### config.mk
export PLATFORM = sky130hd
export DESIGN_NAME = sid_step_input_decoder
export DESIGN_NICKNAME = d
export VERILOG_FILES = /design/src/rtl/sid_step_input_decoder.v
export VERILOG_INCLUDE_DIRS = /design/src /design/src/shared
export SDC_FILE = /design/constraint.sdc
export NUM_CORES = 1
export LEC_CHECK = 0
export ABC_AREA = 1
export ABC_CLOCK_PERIOD_IN_PS = 7250
export BUFFER_PORTS_ARGS = -buffer_cell sky130_fd_sc_hd__clkbuf_2
export CAP_MARGIN = 10
export CORE_MARGIN = 5
export CORE_UTILIZATION = 45
export DETAILED_ROUTE_END_ITERATION = 6
export GPL_ROUTABILITY_DRIVEN = 0
export HOLD_SLACK_MARGIN = 0.12
export SLEW_MARGIN = 10
export SYNTH_ARGS = -nofsm -noshare
export SYNTH_HDL_FRONTEND = slang
export SYNTH_SLANG_ARGS = --single-unit
### constraint.sdc
create_clock -name clk_sys_in -period 7.25 [get_ports clk_sys_in]
set_clock_uncertainty 0.05 [all_clocks]
set_input_delay 1.45 -clock clk_sys_in [delete_from_list [all_inputs] [get_ports clk_sys_in]]
set_output_delay 1.45 -clock clk_sys_in [all_outputs]
set_load 0.02 [all_outputs]
### src/shared/sid_map.vh
/*
 * register map, field positions, reset values and timing counts of the
 * step input decoder. assumes a 40 MHz system clock and AXI4-Lite access.
 */
`ifndef SID_MAP_VH
`define SID_MAP_VH

// register byte offsets
`define SID_CTRL_ADDR      4'h0
`define SID_FILT_ADDR      4'h4
`define SID_CURR_ADDR      4'h8
`define SID_POS_ADDR       4'hc

// ctrl fields
`define SID_CTRL_MODE_LSB  0
`define SID_CTRL_MODE_MSB  1
`define SID_CTRL_INV_BIT   2
`define SID_CTRL_RES_LSB   8
`define SID_CTRL_RES_MSB   16
`define SID_CTRL_RESET     32'h0001_0000

// clock input modes
`define SID_MODE_STEPDIR   2'h0
`define SID_MODE_QUAD      2'h1
`define SID_MODE_UPDN      2'h2

// glitch filter: least pulse 50 ns, longest 12.9 us, at 25 ns per cycle
`define SID_CLK_PERIOD_NS  25
`define SID_FILT_MIN_NS    50
`define SID_FILT_MAX_NS    12900
`define SID_FILT_MIN_CYC   ((`SID_FILT_MIN_NS + `SID_CLK_PERIOD_NS - 1) / `SID_CLK_PERIOD_NS)
`define SID_FILT_MAX_CYC   (`SID_FILT_MAX_NS / `SID_CLK_PERIOD_NS)
`define SID_FILT_RESET     32'h0000_0002

// run and hold current reset values, percent
`define SID_CURR_RUN_RESET 8'h19
`define SID_CURR_HLD_RESET 8'h05

`define SID_RESP_OKAY      2'h0
`define SID_RESP_SLVERR    2'h2

`endif

### src/rtl/sid_step_input_decoder.v
/*
 * step input decoder: glitch filters the step/channel-a/up, direction/
 * channel-b/down and enable inputs, decodes them by the selected clock
 * mode into a microstep position count, and gates the power stage.
 * assumes inputs are already synchronous to clk_sys_in and an AXI4-Lite
 * master that keeps at most one write and one read under way.
 */
// Decided for this implementation: the AXI4-Lite interface to the registers and the register addresses.
`timescale 1ns/1ps
`include "sid_map.vh"

// Behaviour
// - three inputs: step/phase a/up, direction/phase b/down, enable.
// - software selects step/direction, quadrature or up/down decoding.
// - after reset decoding is step/direction.
// - enable high keeps power stage on.
// - enable low switches power stage off.
// - position keeps counting whatever the enable state.
// - step/direction: each step rising edge moves one microstep, sign from direction.
// - each move is scaled by the active microstep resolution.
// - direction and resolution latched at each step rising edge.
// - direction or resolution change acts only at the following step edge.
// - run and hold current settings apply at once.
// - glitch filter minimum width selectable from 50 ns to 12.9 us.
// - software chooses which direction level means clockwise.
// - quadrature mode tracks another controller's encoder-style output.
module sid_step_input_decoder (
   // clock and reset
   input  wire        clk_sys_in,
   input  wire        nrst_in,
   // isolated logic inputs
   input  wire        step_in,
   input  wire        dir_in,
   input  wire        enable_in,
   // power stage and position generator
   output reg         power_en_out,
   output reg  [31:0] position_out,
   output reg  [7:0]  run_current_out,
   output reg  [7:0]  hold_current_out,
   // axi4-lite write address and data
   input  wire [3:0]  s_axi_awaddr,
   input  wire        s_axi_awvalid,
   output reg         s_axi_awready,
   input  wire [31:0] s_axi_wdata,
   input  wire [3:0]  s_axi_wstrb,
   input  wire        s_axi_wvalid,
   output reg         s_axi_wready,
   // axi4-lite write response
   output reg  [1:0]  s_axi_bresp,
   output reg         s_axi_bvalid,
   input  wire        s_axi_bready,
   // axi4-lite read
   input  wire [3:0]  s_axi_araddr,
   input  wire        s_axi_arvalid,
   output reg         s_axi_arready,
   output reg  [31:0] s_axi_rdata,
   output reg  [1:0]  s_axi_rresp,
   output reg         s_axi_rvalid,
   input  wire        s_axi_rready
);

   reg  [31:0] ctrl;
   reg  [31:0] filt;
   reg  [3:0]  aw_addr;
   reg         aw_held;
   reg  [31:0] w_data;
   reg  [3:0]  w_strb;
   reg         w_held;
   // filtered inputs and their run counters
   reg  [2:0]  filt_q;
   reg  [9:0]  filt_cnt [0:2];
   reg  [2:0]  filt_prev;
   // values latched at the step edge
   reg         lat_dir;
   reg  [8:0]  lat_res;
   wire [1:0]  mode;
   wire [2:0]  raw;
   wire [9:0]  filt_limit;
   wire        a_rise;
   wire        b_rise;
   wire        a_chg;
   wire        b_chg;
   wire        dir_eff;
   wire [31:0] res_ext;
   reg  [31:0] next_position;
   reg         next_lat_dir;
   reg  [8:0]  next_lat_res;
   reg  [31:0] wr_merged;
   integer     i;
   integer     j;

   // filter bounds in cycles, cut to the counter width on purpose
   localparam [31:0] filt_min_w = `SID_FILT_MIN_CYC;
   localparam [31:0] filt_max_w = `SID_FILT_MAX_CYC;

   assign mode       = ctrl[`SID_CTRL_MODE_MSB:`SID_CTRL_MODE_LSB];
   assign raw        = {enable_in, dir_in, step_in};
   // clamp below to the 50 ns floor and above to the 12.9 us ceiling
   assign filt_limit = (filt[9:0] < filt_min_w[9:0]) ? filt_min_w[9:0] :
                       (filt[9:0] > filt_max_w[9:0]) ? filt_max_w[9:0] :
                       filt[9:0];

   // glitch filter: a level is taken once stable for filt_limit cycles
   always @(posedge clk_sys_in) begin
      if (!nrst_in) begin
         filt_q    <= 3'h4;  // enable reads as high until proven low
         filt_prev <= 3'h4;
         for (i = 0; i < 3; i = i + 1) begin
            filt_cnt[i] <= 10'h000;
         end
      end else begin
         filt_prev <= filt_q;
         for (i = 0; i < 3; i = i + 1) begin
            // counter restarts when the level returns, so glitches never add up
            if (raw[i] == filt_q[i]) begin
               filt_cnt[i] <= 10'h000;
            end else if (filt_cnt[i] + 10'h001 >= filt_limit) begin
               filt_q[i]   <= raw[i];
               filt_cnt[i] <= 10'h000;
            end else begin
               filt_cnt[i] <= filt_cnt[i] + 10'h001;
            end
         end
      end
   end

   assign a_rise  = filt_q[0] & ~filt_prev[0];
   assign b_rise  = filt_q[1] & ~filt_prev[1];
   assign a_chg   = filt_q[0] ^ filt_prev[0];
   assign b_chg   = filt_q[1] ^ filt_prev[1];
   // direction sense inverted by software
   assign dir_eff = filt_q[1] ^ ctrl[`SID_CTRL_INV_BIT];
   assign res_ext = {23'h000000, lat_res};

   // decode the selected clock mode into one position update
   always @* begin
      next_position = position_out;
      next_lat_dir  = lat_dir;
      next_lat_res  = lat_res;
      case (mode)
         `SID_MODE_STEPDIR: begin
            if (a_rise) begin
               // latch at the edge; changes between edges wait here
               next_lat_dir = dir_eff;
               next_lat_res = ctrl[`SID_CTRL_RES_MSB:`SID_CTRL_RES_LSB];
               if (dir_eff) begin
                  next_position = position_out
                                  + {23'h000000, next_lat_res};
               end else begin
                  next_position = position_out
                                  - {23'h000000, next_lat_res};
               end
            end
         end
         `SID_MODE_QUAD: begin
            // a single-phase change is valid; both at once is dropped
            if (a_chg ^ b_chg) begin
               // new a^b, flipped when b moved, is high while a leads b
               if ((filt_q[0] ^ filt_q[1] ^ b_chg) ^ ctrl[`SID_CTRL_INV_BIT]) begin
                  next_position = position_out + res_ext;
               end else begin
                  next_position = position_out - res_ext;
               end
            end
            next_lat_res = ctrl[`SID_CTRL_RES_MSB:`SID_CTRL_RES_LSB];
         end
         `SID_MODE_UPDN: begin
            // simultaneous up and down edges cancel
            if (a_rise & ~b_rise) begin
               next_position = position_out + res_ext;
            end else if (b_rise & ~a_rise) begin
               next_position = position_out - res_ext;
            end
            next_lat_res = ctrl[`SID_CTRL_RES_MSB:`SID_CTRL_RES_LSB];
         end
         default: begin
            next_position = position_out;
         end
      endcase
   end

   // position and power stage; counting never waits on enable
   // position wraps at 32 bits; the generator reads it as two's complement
   always @(posedge clk_sys_in) begin
      if (!nrst_in) begin
         position_out <= 32'h0000_0000;
         lat_dir      <= 1'b0;
         lat_res      <= 9'h100;
         power_en_out <= 1'b0;
      end else begin
         position_out <= next_position;
         lat_dir      <= next_lat_dir;
         lat_res      <= next_lat_res;
         power_en_out <= filt_q[2];
      end
   end

   // byte-lane merge of the write data onto the addressed register
   always @* begin
      case (aw_addr)
         `SID_CTRL_ADDR: wr_merged = ctrl;
         `SID_FILT_ADDR: wr_merged = filt;
         `SID_CURR_ADDR: wr_merged = {16'h0000, hold_current_out, run_current_out};
         default:        wr_merged = 32'h0000_0000;
      endcase
      // lanes with a clear strobe keep the old byte
      for (j = 0; j < 4; j = j + 1) begin
         if (w_strb[j]) begin
            wr_merged[j*8 +: 8] = w_data[j*8 +: 8];
         end
      end
   end

   // axi4-lite write side: address and data taken in either order
   always @(posedge clk_sys_in) begin
      if (!nrst_in) begin
         s_axi_awready    <= 1'b1;
         s_axi_wready     <= 1'b1;
         s_axi_bvalid     <= 1'b0;
         s_axi_bresp      <= `SID_RESP_OKAY;
         aw_held          <= 1'b0;
         w_held           <= 1'b0;
         aw_addr          <= 4'h0;
         w_data           <= 32'h0000_0000;
         w_strb           <= 4'h0;
         ctrl             <= `SID_CTRL_RESET;
         filt             <= `SID_FILT_RESET;
         run_current_out  <= `SID_CURR_RUN_RESET;
         hold_current_out <= `SID_CURR_HLD_RESET;
      end else begin
         if (s_axi_awvalid && s_axi_awready) begin
            aw_addr       <= s_axi_awaddr;
            aw_held       <= 1'b1;
            s_axi_awready <= 1'b0;
         end
         if (s_axi_wvalid && s_axi_wready) begin
            w_data       <= s_axi_wdata;
            w_strb       <= s_axi_wstrb;
            w_held       <= 1'b1;
            s_axi_wready <= 1'b0;
         end
         if (aw_held && w_held && !s_axi_bvalid) begin
            aw_held      <= 1'b0;
            w_held       <= 1'b0;
            s_axi_bvalid <= 1'b1;
            s_axi_bresp  <= `SID_RESP_OKAY;
            // unmapped offsets answer slverr and store nothing
            case (aw_addr)
               `SID_CTRL_ADDR: ctrl <= wr_merged & 32'h0001_ff07;
               `SID_FILT_ADDR: filt <= {22'h000000, wr_merged[9:0]};
               `SID_CURR_ADDR: begin
                  // current takes effect now, no step edge needed
                  run_current_out  <= wr_merged[7:0];
                  hold_current_out <= wr_merged[15:8];
               end
               `SID_POS_ADDR: s_axi_bresp <= `SID_RESP_OKAY;
               default: s_axi_bresp <= `SID_RESP_SLVERR;
            endcase
         end
         if (s_axi_bvalid && s_axi_bready) begin
            s_axi_bvalid  <= 1'b0;
            s_axi_awready <= 1'b1;
            s_axi_wready  <= 1'b1;
         end
      end
   end

   // axi4-lite read side, one cycle from address to data
   // position read is a snapshot; a step in the same cycle shows on the next read
   always @(posedge clk_sys_in) begin
      if (!nrst_in) begin
         s_axi_arready <= 1'b1;
         s_axi_rvalid  <= 1'b0;
         s_axi_rdata   <= 32'h0000_0000;
         s_axi_rresp   <= `SID_RESP_OKAY;
      end else begin
         if (s_axi_arvalid && s_axi_arready) begin
            s_axi_arready <= 1'b0;
            s_axi_rvalid  <= 1'b1;
            s_axi_rresp   <= `SID_RESP_OKAY;
            case (s_axi_araddr)
               `SID_CTRL_ADDR: s_axi_rdata <= ctrl;
               `SID_FILT_ADDR: s_axi_rdata <= filt;
               `SID_CURR_ADDR: s_axi_rdata <= {13'h0000, filt_q, hold_current_out,
                                               run_current_out};
               `SID_POS_ADDR:  s_axi_rdata <= position_out;
               default: begin
                  s_axi_rdata <= 32'h0000_0000;
                  s_axi_rresp <= `SID_RESP_SLVERR;
               end
            endcase
         end
         if (s_axi_rvalid && s_axi_rready) begin
            s_axi_rvalid  <= 1'b0;
            s_axi_arready <= 1'b1;
         end
      end
   end

endmodule

; Word-level counts from Yosys, hierarchy flattened
; Memory sizes are Yosys's and may differ from the RTL's.
; Cells that the tools add are included.
[totals]
reg_bits = 152
latch_bits = 0
ram_bits = 30
mem_bits_ro = 0
in_bits = 54
output_inout_bits = 90
word_cells = 170
mem_count = 1
[mem_list]
columns = memory, words, word_bits, rd, rd_clocked_by_memory_dff, wr, line_no
row1 = filt_cnt, 3, 10, 3, 0, 3, sid_step_input_decoder.v:71  ; reg [9:0] filt_cnt [0:2];
[classes]
add_sub_neg = 7
multipliers = 0
div_mod_pow = 0
n_lt_le_gt_ge = 5
eq_ne = 14
shift = 0
n_mux = 61
bitwise_logic = 28
n_reduce_logical = 29
[op_table]
columns = cell, n
row1 = 2-to-1 mux 32 bit, 6
row2 = one-hot mux 32 bit (4 select lines), 1
row3 = 2-to-1 mux 10 bit, 11
row4 = one-hot mux 32 bit (3 select lines), 1
row5 = adder 32 x 9 -> 32 bit, 2
row6 = subtractor 32 x 9 -> 32 bit, 2
row7 = 2-to-1 mux 1 bit, 35
row8 = one-hot mux 17 bit (2 select lines), 1
row9 = "adder 10 x 1 -> 10 bit, second input constant", 3
row10 = greater-or-equal comparator 10 bit, 3
row11 = one-hot mux 9 bit (2 select lines), 1
row12 = "equality test 4 bit, second input constant", 4
row13 = 2-to-1 mux 8 bit, 2
row14 = AND reduction 2 bit, 7
row15 = "> comparator 10 bit, second input constant", 1
row16 = "less-than comparator 10 x 2 -> 1 bit, second input constant", 1
row17 = 2-to-1 mux 9 bit, 1
row18 = OR 1 bit, 9
row19 = "equality test 4 x 3 -> 1 bit, second input constant", 2
row20 = logical NOT 4 bit, 2
row21 = inverter 1 bit, 8
row22 = OR reduction 2 bit, 4
row23 = OR reduction 4 bit, 2
row24 = logical AND 1 bit, 7
row25 = 14 further kinds, 28

; Depth between registers and ports, before layout
; Gate-level depths: netlist (run 1).
[depth]
depth_word = 10
mapped_depth = 25
mapped_depth_nobuf = 25

; Least setup slack after synthesis (run 1)
; OpenSTA, ideal clock, no wires.
[synth_timing]
path_type = flip-flop to flip-flop
from = reg ctrl[8]
to = reg position_out[24]
setup_time_ns = 0.117
t_arrival_ns = 2.896
t_required_ns = 7.083
path_slack_ns = 4.187
stages_incl_launch_ff = 24
path_buffers = 0
path_cell_list = dfxtp_1 > inv_1 > ha_1 > inv_1 > nor3_1 > inv_1 > nor3_1 > inv_1 > nor3_1 > ha_1 > nand2_1 > o21ai_0 > ha_1 > nand2_1 > nor2_1 > nand2_1 > nor2_1 > nand2_1 > nand3_1 > nand2_1 > nand3_1 > nand2_1 > a21oi_1 > nor2_1
[synth_via]
elab_chain_cells = 4
word_cells_on_any_way = 5
[synth_lines]
columns = element, line_no
row1 = "start, declared", sid_step_input_decoder.v:62  ; reg [31:0] ctrl;
row2 = "start signal, assigned", sid_step_input_decoder.v:226  ; ctrl <= `SID_CTRL_RESET;
row3 = "start signal, assigned", sid_step_input_decoder.v:249  ; `SID_CTRL_ADDR: ctrl <= wr_merged & 32'h0001_ff07;
row4 = subtractor 32 x 9 -> 32 bit or adder 32 x 9 -> 32 bit (tied branches), "sid_step_input_decoder.v:151, sid_step_input_decoder.v:148"
row5 = 2-to-1 mux 32 bit (*), sid_step_input_decoder.v:146  ; if (dir_eff) begin
row6 = 2-to-1 mux 32 bit (*), sid_step_input_decoder.v:142  ; if (a_rise) begin
row7 = one-hot mux 32 bit (3 select lines) (*), sid_step_input_decoder.v:140  ; case (mode)
row8 = "end signal, assigned", sid_step_input_decoder.v:191  ; position_out <= next_position;
row9 = "end, declared", sid_step_input_decoder.v:37  ; output reg [31:0] position_out,
; Mark *: on every way between the ends. The rest lies on a longest branch, timed or not. The select of a mux whose other input is x is not followed.
; A chain may end at the register's enable or synchronous reset.

; Final worst setup path (run 1)
[layout_timing]
from = reg ctrl[9]
to = reg position_out[30]
; The elaborated chain is that of the path after synthesis.

==> metrics.md, run 1 <==
| Metric | Value |
|---|---|
| R2R Path Start | ctrl[9] |
| CP dominant cell by count | nand2_1 |
| Critical path class | reg2reg |
| Worst Path Max Fanout | 5 |
| Total power | around 0.0036 W |
| Comb power frac | roughly two fifths |
| Synthesis-to-layout area growth | 11.2% |
| Layout cell share with drive strength beyond 1 | between 10% and 20% |
| Post-CTS Resized | 0 |
| Mean Syn Cell Area | 6.47 um2 |
| Post-synth EDFFs | 30 |
| CP endpoint | position_out[30] |
| Top FF cell, synth | dfxtp_1 |
| Wire length on met1 | 22.0 mm |
| Remaining Overflow, GRT | 0 |
| Clock transition at path regs | approximately 0.08 ns |
| Htree depth | 4 |
| Clk sinks | between 150 and 200 |
| Slew HR | about 28% |
| Starting Density | 45.5% |
| Peak Freq | about 260 MHz |
| Leak | ~7.5 nW |
| Synth Instances | ~2100 |
| Register area share after synthesis | between 20 and 30% |
| Initial antenna violation count | 0 |
| Synthesized area | approximately 14000 um2 |
| I/O Buffers | between 100 and 150 |
| Worst-skew pair later-pin latency | between 0.4 and 0.5 ns |
| Vias/cell | roughly 5.4 |
| Fin util | between 50% and 60% |
| # diodes | 0 |
| Crit. Startpoint | ctrl[9] |
| Top layer in use | met4 |
| Met3 wire length | 2.69 mm |
| Reg2reg end | position_out[30] |
| R2r setup slk | between 3 and 4 ns |
| Die height | ~190 um |
| CTS Buffer Depth | 2 |
| Hold Path Class | reg2reg |
| Post-DR wirelength/cell | approximately 17 um |
| Worst-Margin Slew | 1.07 ns |
| Power Density | ~240 nW/um2 |
| Core Footprint | between 30000 and 40000 um2 |
| Net Sw Frac | roughly 44% |
| Fin. max-slew vios | 0 |
| DRC | 0 |
| Post-synth ARST share | 0% |
| Critical path, cell by cell | inv_1 -> ha_1 -> inv_1 -> nor3_1 -> inv_1 -> nor3_1 -> inv_1 -> nor3_1 -> ha_1 -> nand2_1 -> o21ai_0 -> ha_1 -> nand2_1 -> inv_1 -> nand2_1 -> nand2_1 -> a21oi_1 -> nand2_1 -> nand2_1 -> nand2_1 -> nand2_1 -> nand3_1 -> nand3_1 -> a21oi_1 |
| First-pass detailed-route iteration total | 7 |
| Fin. Hold Viols | 0 |
| Storage cell area | approximately 4000 um2 |
| # IOs | around 140 |
| Tmin final | ~3.8 ns |
| Routed Antenna Nets | 0 |
| Filler cells | 3236 |
| Arrival time worst endpoint | about 4.1 ns |
| Fin crit share | between 50% and 60% |
| Synth unique cells | between 60 and 70 |
| Sequential Power Share | 34.0% |
| First-pass GRT wire length | around 72 mm |
| Worst setup SP type | register |
| Multi-input combinational cell area | 8680 um2 |
| CTS root buf | clkbuf_16 |
| Register bit count reported by yosys | 180 |
| Met2 WL | 19.7 mm |
| Fin Setup TNS | 0 ns |
| Setup-failing EPs final | 0 |
| Die width | roughly 190 um |
| Max Cap Viol | 0 |
| Hold_buf cts | 0 |
| VDD IR max | around 0.15 mV |
| Yosys Warn Count | 0 |
| DRT iter0 DRCs | 1293 |
| Worst r2r path cells | 24 |
| Placement row count | between 60 and 70 |
| RSZ-0062 raised after global routing | false |
| Largest net degree at the start of global routing | 75 |
| Post-CTS setup buffers | 0 |
| Post-Route WL | between 40 and 50 mm |
| Die area | 34500 um2 |
| Worst EP required | between 7 and 8 ns |
| Detailed Place HPWL | 35.4 mm |
| Via Count | ~14000 |
| CP endpoint kind | register |
| Slowest stage delay, CP | between 0.3 and 0.4 ns |
| Clock Power Share | 26.2% |
| Pint | just over 0.002 W |
| Sw power | roughly 0.0016 W |
| Global-route usage over all layers | 26.3% |
| CTS tree | yes |
| Vias in the first global route | approximately 14000 |
| Number of buffers created by CTS | 17 |
| Slowest CP cell | nor3_1 |
| Post-layout net count | around 2400 |
| Status | finished clean |
## power groups by stage
stage	Clock [W]	Sequential, W	Combinational (W)
after global routing	0.00100	0.00124	0.00163
after floorplan	0	0.00124	0.00103
after CTS	0.000963	0.00123	0.00142
after global placement	0	0.00125	0.00140
final	0.000953	0.00124	0.00144
after detailed placement	0	0.00125	0.00141
## cells by family after synthesis
group | count (synthesis) | synth area share, %
buffers and inverters | 350 | 10.3
adder cells (fa/ha/maj) | 93 | 8.54
XOR/XNOR | 40 | 2.58
other | 2 | 0.0541
AO/OA/AOI/OAI | 451 | 17.8
AND/OR/NAND/NOR | 1030 | 32.6
flip-flops | 180 | 28.1
## cells in the mapped netlist (4+ instances only)
master,n,share of area [%]
nor3_1,20,0.72
nand3b_1,7,0.38
nand4_1,33,1.5
dfxtp_1,150,22
xor2_1,37,2.3
buf_6,5,0.41
inv_2,21,0.57
nor3_2,13,0.94
nand3_1,163,5.9
o21ai_0,174,6.3
a21oi_1,179,6.5
o2111ai_1,4,0.25
o22ai_1,19,0.86
ha_1,90,8.1
o21bai_1,9,0.49
a31oi_1,10,0.45
nand2_2,11,0.50
buf_4,11,0.59
o21ai_2,4,0.25
o221ai_1,9,0.57
nor4_1,6,0.27
edfxtp_1,30,6.5
o21ai_1,18,0.65
o211ai_1,6,0.32
clkbuf_1,30,0.81
nor2_1,218,5.9
nand2_1,527,14
nor2_2,9,0.41
buf_2,13,0.47
inv_1,262,7.1
## sequential cells by signal, indices dropped and copies added, names as in the netlist, 2 cells and up
signal,cells
filt_cnt,30
filt_q,3
aw_addr,4
ctrl,12
w_strb,3
w_data,17
s_axi_rdata,32
filt,10
run_current_out,8
hold_current_out,8
position_out,32
filt_prev,2
lat_res,9
## routing by layer
layer | global-route usage [%] | up-vias
met2 | 41.4 | 456
met3 | 2.85 | 42
met1 | 39.0 | 6543
met5 | 0 | -
li1 | - | 7309
met4 | 5.92 | 0
## metrics by stage
step | cells | cell area [um2] | setup slack (ns) | hold slack (ns)
2_1_floorplan | 2176 | 14000 | 4.19 | 0.382
3_3_place_gp | 2642 | 14900 | 3.55 | 0.394
3_5_place_dp | 2642 | 14900 | 3.52 | 0.397
4_1_cts | 2674 | 15400 | 3.49 | 0.407
5_1_grt | 2674 | 15400 | 2.93 | 0.444
6_report | 2674 | 15400 | 3.42 | 0.402
## cell usage in the layout (no fill, tap or decap), drive strengths merged, types with 2 or more instances in the layout
| cell type | netlist | final |
|---|---|---|
| nor4 | 8 | 8 |
| xor2 | 38 | 38 |
| and2 | 3 | 3 |
| nor2 | 231 | 231 |
| o21a | 3 | 3 |
| a31oi | 10 | 10 |
| a22o | 2 | 2 |
| o21bai | 9 | 9 |
| o2111ai | 5 | 5 |
| buf | 33 | 10 |
| edfxtp | 30 | 30 |
| inv | 283 | 286 |
| a211oi | 3 | 3 |
| o22ai | 19 | 19 |
| clkinvlp | 0 | 2 |
| a221oi | 3 | 3 |
| a21oi | 181 | 181 |
| or2 | 3 | 3 |
| nand3 | 166 | 166 |
| conb | 2 | 32 |
| xnor2 | 2 | 2 |
| clkinv | 3 | 10 |
| ha | 90 | 90 |
| o211ai | 6 | 6 |
| fa | 3 | 3 |
| bufinv | 0 | 2 |
| dfxtp | 150 | 150 |
| nor3 | 36 | 36 |
| o221ai | 9 | 9 |
| o21ai | 197 | 197 |
| nand3b | 7 | 7 |
| nand4 | 33 | 33 |
| nand2 | 540 | 540 |
| clkbuf | 31 | 142 |
## worst min-delay path by stage
stage,start,endpoint,cells after the start
floorplan,filt_q[2],power_en_out,2
global placement,filt_q[2],power_en_out,2
detailed placement,filt_q[2],power_en_out,2
CTS,filt_q[2],power_en_out,2
global route,s_axi_rdata[7],s_axi_rdata[7],2
finish,filt_q[2],power_en_out,2
## cell type report
cell class                 count  area share (%)
clock buffer                  18            2.78
clock inverter                14            1.01
inverter                     286            6.99
multi-input combinational   1646            56.2
sequential                   180            25.3
tap                          396            3.21
timing repair buffer         134            4.51
## worst max-delay path, delay by kind of cell, from the launching register on
| family | cells | cell delay [ns] |
|---|---|---|
| buffers and inverters | 5 | 0.46 |
| AND/OR/NAND/NOR | 13 | 1.78 |
| flip-flops | 1 | 0.33 |
| AO/OA/AOI/OAI | 3 | 0.31 |
| adder cells (fa/ha/maj) | 3 | 0.78 |
No activity file was read; power rests on OpenSTA's default activity.
==> run 2, diff against run 1 <==
- ABC_CLOCK_PERIOD_IN_PS: 7250 -> 3910
- clock period: 7.25 -> 3.91 ns (I/O delays scaled with it)
==> run 2 against run 1 <==
First-iteration DRC count grew 5.8%; non-clock buffer count grew 5; combinational power grew 86%; power grew 87%; worst hold slack gained 0.0096 ns; register-to-register slack lost 3.0 ns; die area is the same; sequential power grew 85%; design area grew 0.62%; sequential share of layout area shrank 0.16 points; clock power grew 92%; critical path type unchanged.
==> metrics.md, run 2 (synthesis results as in run 1) <==
| Metric | Value |
|---|---|
| First-pass detailed-route iteration total | 5 |
| Slowest CP cell | nand3b_1 |
| DP Area | 14900 um2 |
| Max Cap Viol | 0 |
| Critical path class | reg2reg |
| Peak Freq | 286 MHz |
| # diodes | 0 |
| Die height | around 190 um |
| WHS Path Cells | 2 |
| Worst EP required | approximately 4.1 ns |
| Post-DR wirelength/cell | between 15 and 20 um |
| Most common cell after layout, fill and taps aside | nand2_1 |
| Detailed Place HPWL | around 36 mm |
| Slowest stage delay, CP | roughly 0.50 ns |
| Commonest non-fill, non-tap cells in the layout | nand2_1, inv_1, nor2_1, a21oi_1, o21ai_0 |
| Setup-failing EPs final | 0 |
| Starting Density | a little under half |
| Die width | 186 um |
| Filler cells | between 3000 and 4000 |
| Worst setup SP type | register |
| Largest net degree at the start of global routing | 67 |
| Reg2reg end | filt_cnt[2][2] |
| First-pass GRT wire length | around 74 mm |
| Post-layout net count | about 2400 |
| Vias/cell | 5.45 |
| Worst r2r path cells | 11 |
| R2R Path Start | filt[5] |
| Hold Path Class | reg2reg |
| CTS root buf | clkbuf_16 |
| Arrival time worst endpoint | around 3.7 ns |
| R2r setup slk | about 0.41 ns |
| Number of buffers created by CTS | 17 |
| DRC | 0 |
| Top Registers | position_out x32, s_axi_rdata x32, filt_cnt x30 |
| Storage cell area | 3900 um2 |
| Vias in the first global route | between 10000 and 15000 |
| Worst Path Max Fanout | 10 |
| Worst Hold Endpoint | power_en_out |
| Fin. max-slew vios | 0 |
| Core Footprint | between 30000 and 40000 um2 |
| VDD IR max | between 0.3 and 0.4 mV |
| Initial antenna violation count | 0 |
| Status | finished clean |
| Global-route usage over all layers | between 20% and 30% |
| Die area | 34500 um2 |
| I/O Buffers | about 130 |
| Slew HR | around 25% |
| Clock transition at path regs | around 0.080 ns |
| Post-CTS setup buffers | 0 |
| Power Density | between 400 and 500 nW/um2 |
| Critical path, cell by cell | nor4_1 -> nand3_1 -> o21ai_1 -> nand2_1 -> ha_1 -> a21oi_1 -> nor2_1 -> a211oi_1 -> nand4_1 -> nand3b_1 -> nor3_1 |
| CTS Buffer Depth | 2 |
| Worst-Margin Slew | about 1.1 ns |
| Post-CTS Resized | 0 |
| Fin. Hold Viols | 0 |
| Tmin final | 3.50 ns |
| Fin Setup TNS | 0 ns |
| Htree depth | 4 |
| Placement row count | 64 |
| Routed Antenna Nets | 0 |
| # IOs | approximately 140 |
| Layout cell share with drive strength beyond 1 | a little under an eighth |
| Hold wc startpoint | filt_q[2] |
| CP endpoint kind | register |
| Fin crit share | just under 90% |
| Post-Route WL | about 46 mm |
| Leak | 7.53 nW |
| CTS tree | yes |
| RSZ-0062 raised after global routing | false |
| Synthesis-to-layout area growth | 11.9% |
| Clk sinks | between 150 and 200 |
| Remaining Overflow, GRT | 0 |
| Multi-input combinational cell area | approximately 8700 um2 |
| Final Cell Area | roughly 16000 um2 |
| Hold_buf cts | 0 |
| Via Count | ~15000 |
| DRT iter0 DRCs | 1368 |
| Worst-skew pair later-pin latency | ~0.45 ns |
## run 2: changes by cell type in the layout (fill, tap and decap cells not counted), moves of 2 or more
| cell | previous run | this run |
|---|---|---|
| buf_4 | 10 | 15 |
| clkbuf_16 | 17 | 19 |
| clkinv_8 | 1 | 3 |
| inv_6 | 1 | 4 |
| nor3_2 | 13 | 15 |
| nor3_1 | 20 | 18 |
| clkinv_1 | 6 | 2 |
## run 2: metrics by stage
step	instances	util [%]	power [W]	hold WS, ns	setup slack, ns
CTS	2679	50.9	0.00678	0.421	0.294
finish	2679	50.9	0.00680	0.412	0.411
global route	2679	50.9	0.00728	0.434	0.0357
global placement	2647	48.8	0.00491	0.405	0.375
floorplan	2176	-	0.00420	0.382	0.847
detailed placement	2647	48.8	0.00494	0.409	0.339
## run 2: final cells by class
cell class	count	area share, %
Clock inverter	13	0.999
Timing Repair Buffer	139	4.72
Clock buffer	19	3.06
Sequential cell	180	25.1
Multi-Input combinational cell	1646	56.0
Inverter	286	6.94
Tap cell	396	3.19
## run 2: layer usage
metal  vias up  track usage, %  share of wire (%)  wire length (um)
met5         -               0                  0                 0
met4         0            7.05                2.2               996
li1       7335               -                  -                 -
met3        59            3.85                7.2              3280
met1      6679            38.8                 47             21600
met2       524            42.1                 43             19800
## run 2: where the power goes
group | internal (W) | total [W] | switching, W
Sequential | 0.00202 | 0.00229 | 0.000270
Clock | 0.000985 | 0.00183 | 0.000846
Combinational | 0.000836 | 0.00268 | 0.00185
## run 2: worst max-delay path: cells and delay by family, from the launching register on
| kind | cells | cell delay, ns |
|---|---|---|
| simple gates | 7 | 1.77 |
| fa+ha+maj | 1 | 0.37 |
| compound gates | 3 | 0.76 |
| flops | 1 | 0.38 |
## run 2: how the worst max path moves through the flow
stage	depth (start not counted)	startpoint	to	slack, ns
after global placement	23	ctrl[9]	position_out[24]	0.38
after floorplan	23	ctrl[8]	position_out[24]	0.85
after global routing	23	ctrl[9]	position_out[26]	0.04
after CTS	23	ctrl[9]	position_out[24]	0.29
after detailed placement	23	ctrl[9]	position_out[24]	0.34
final	11	filt[5]	filt_cnt[2][2]	0.41
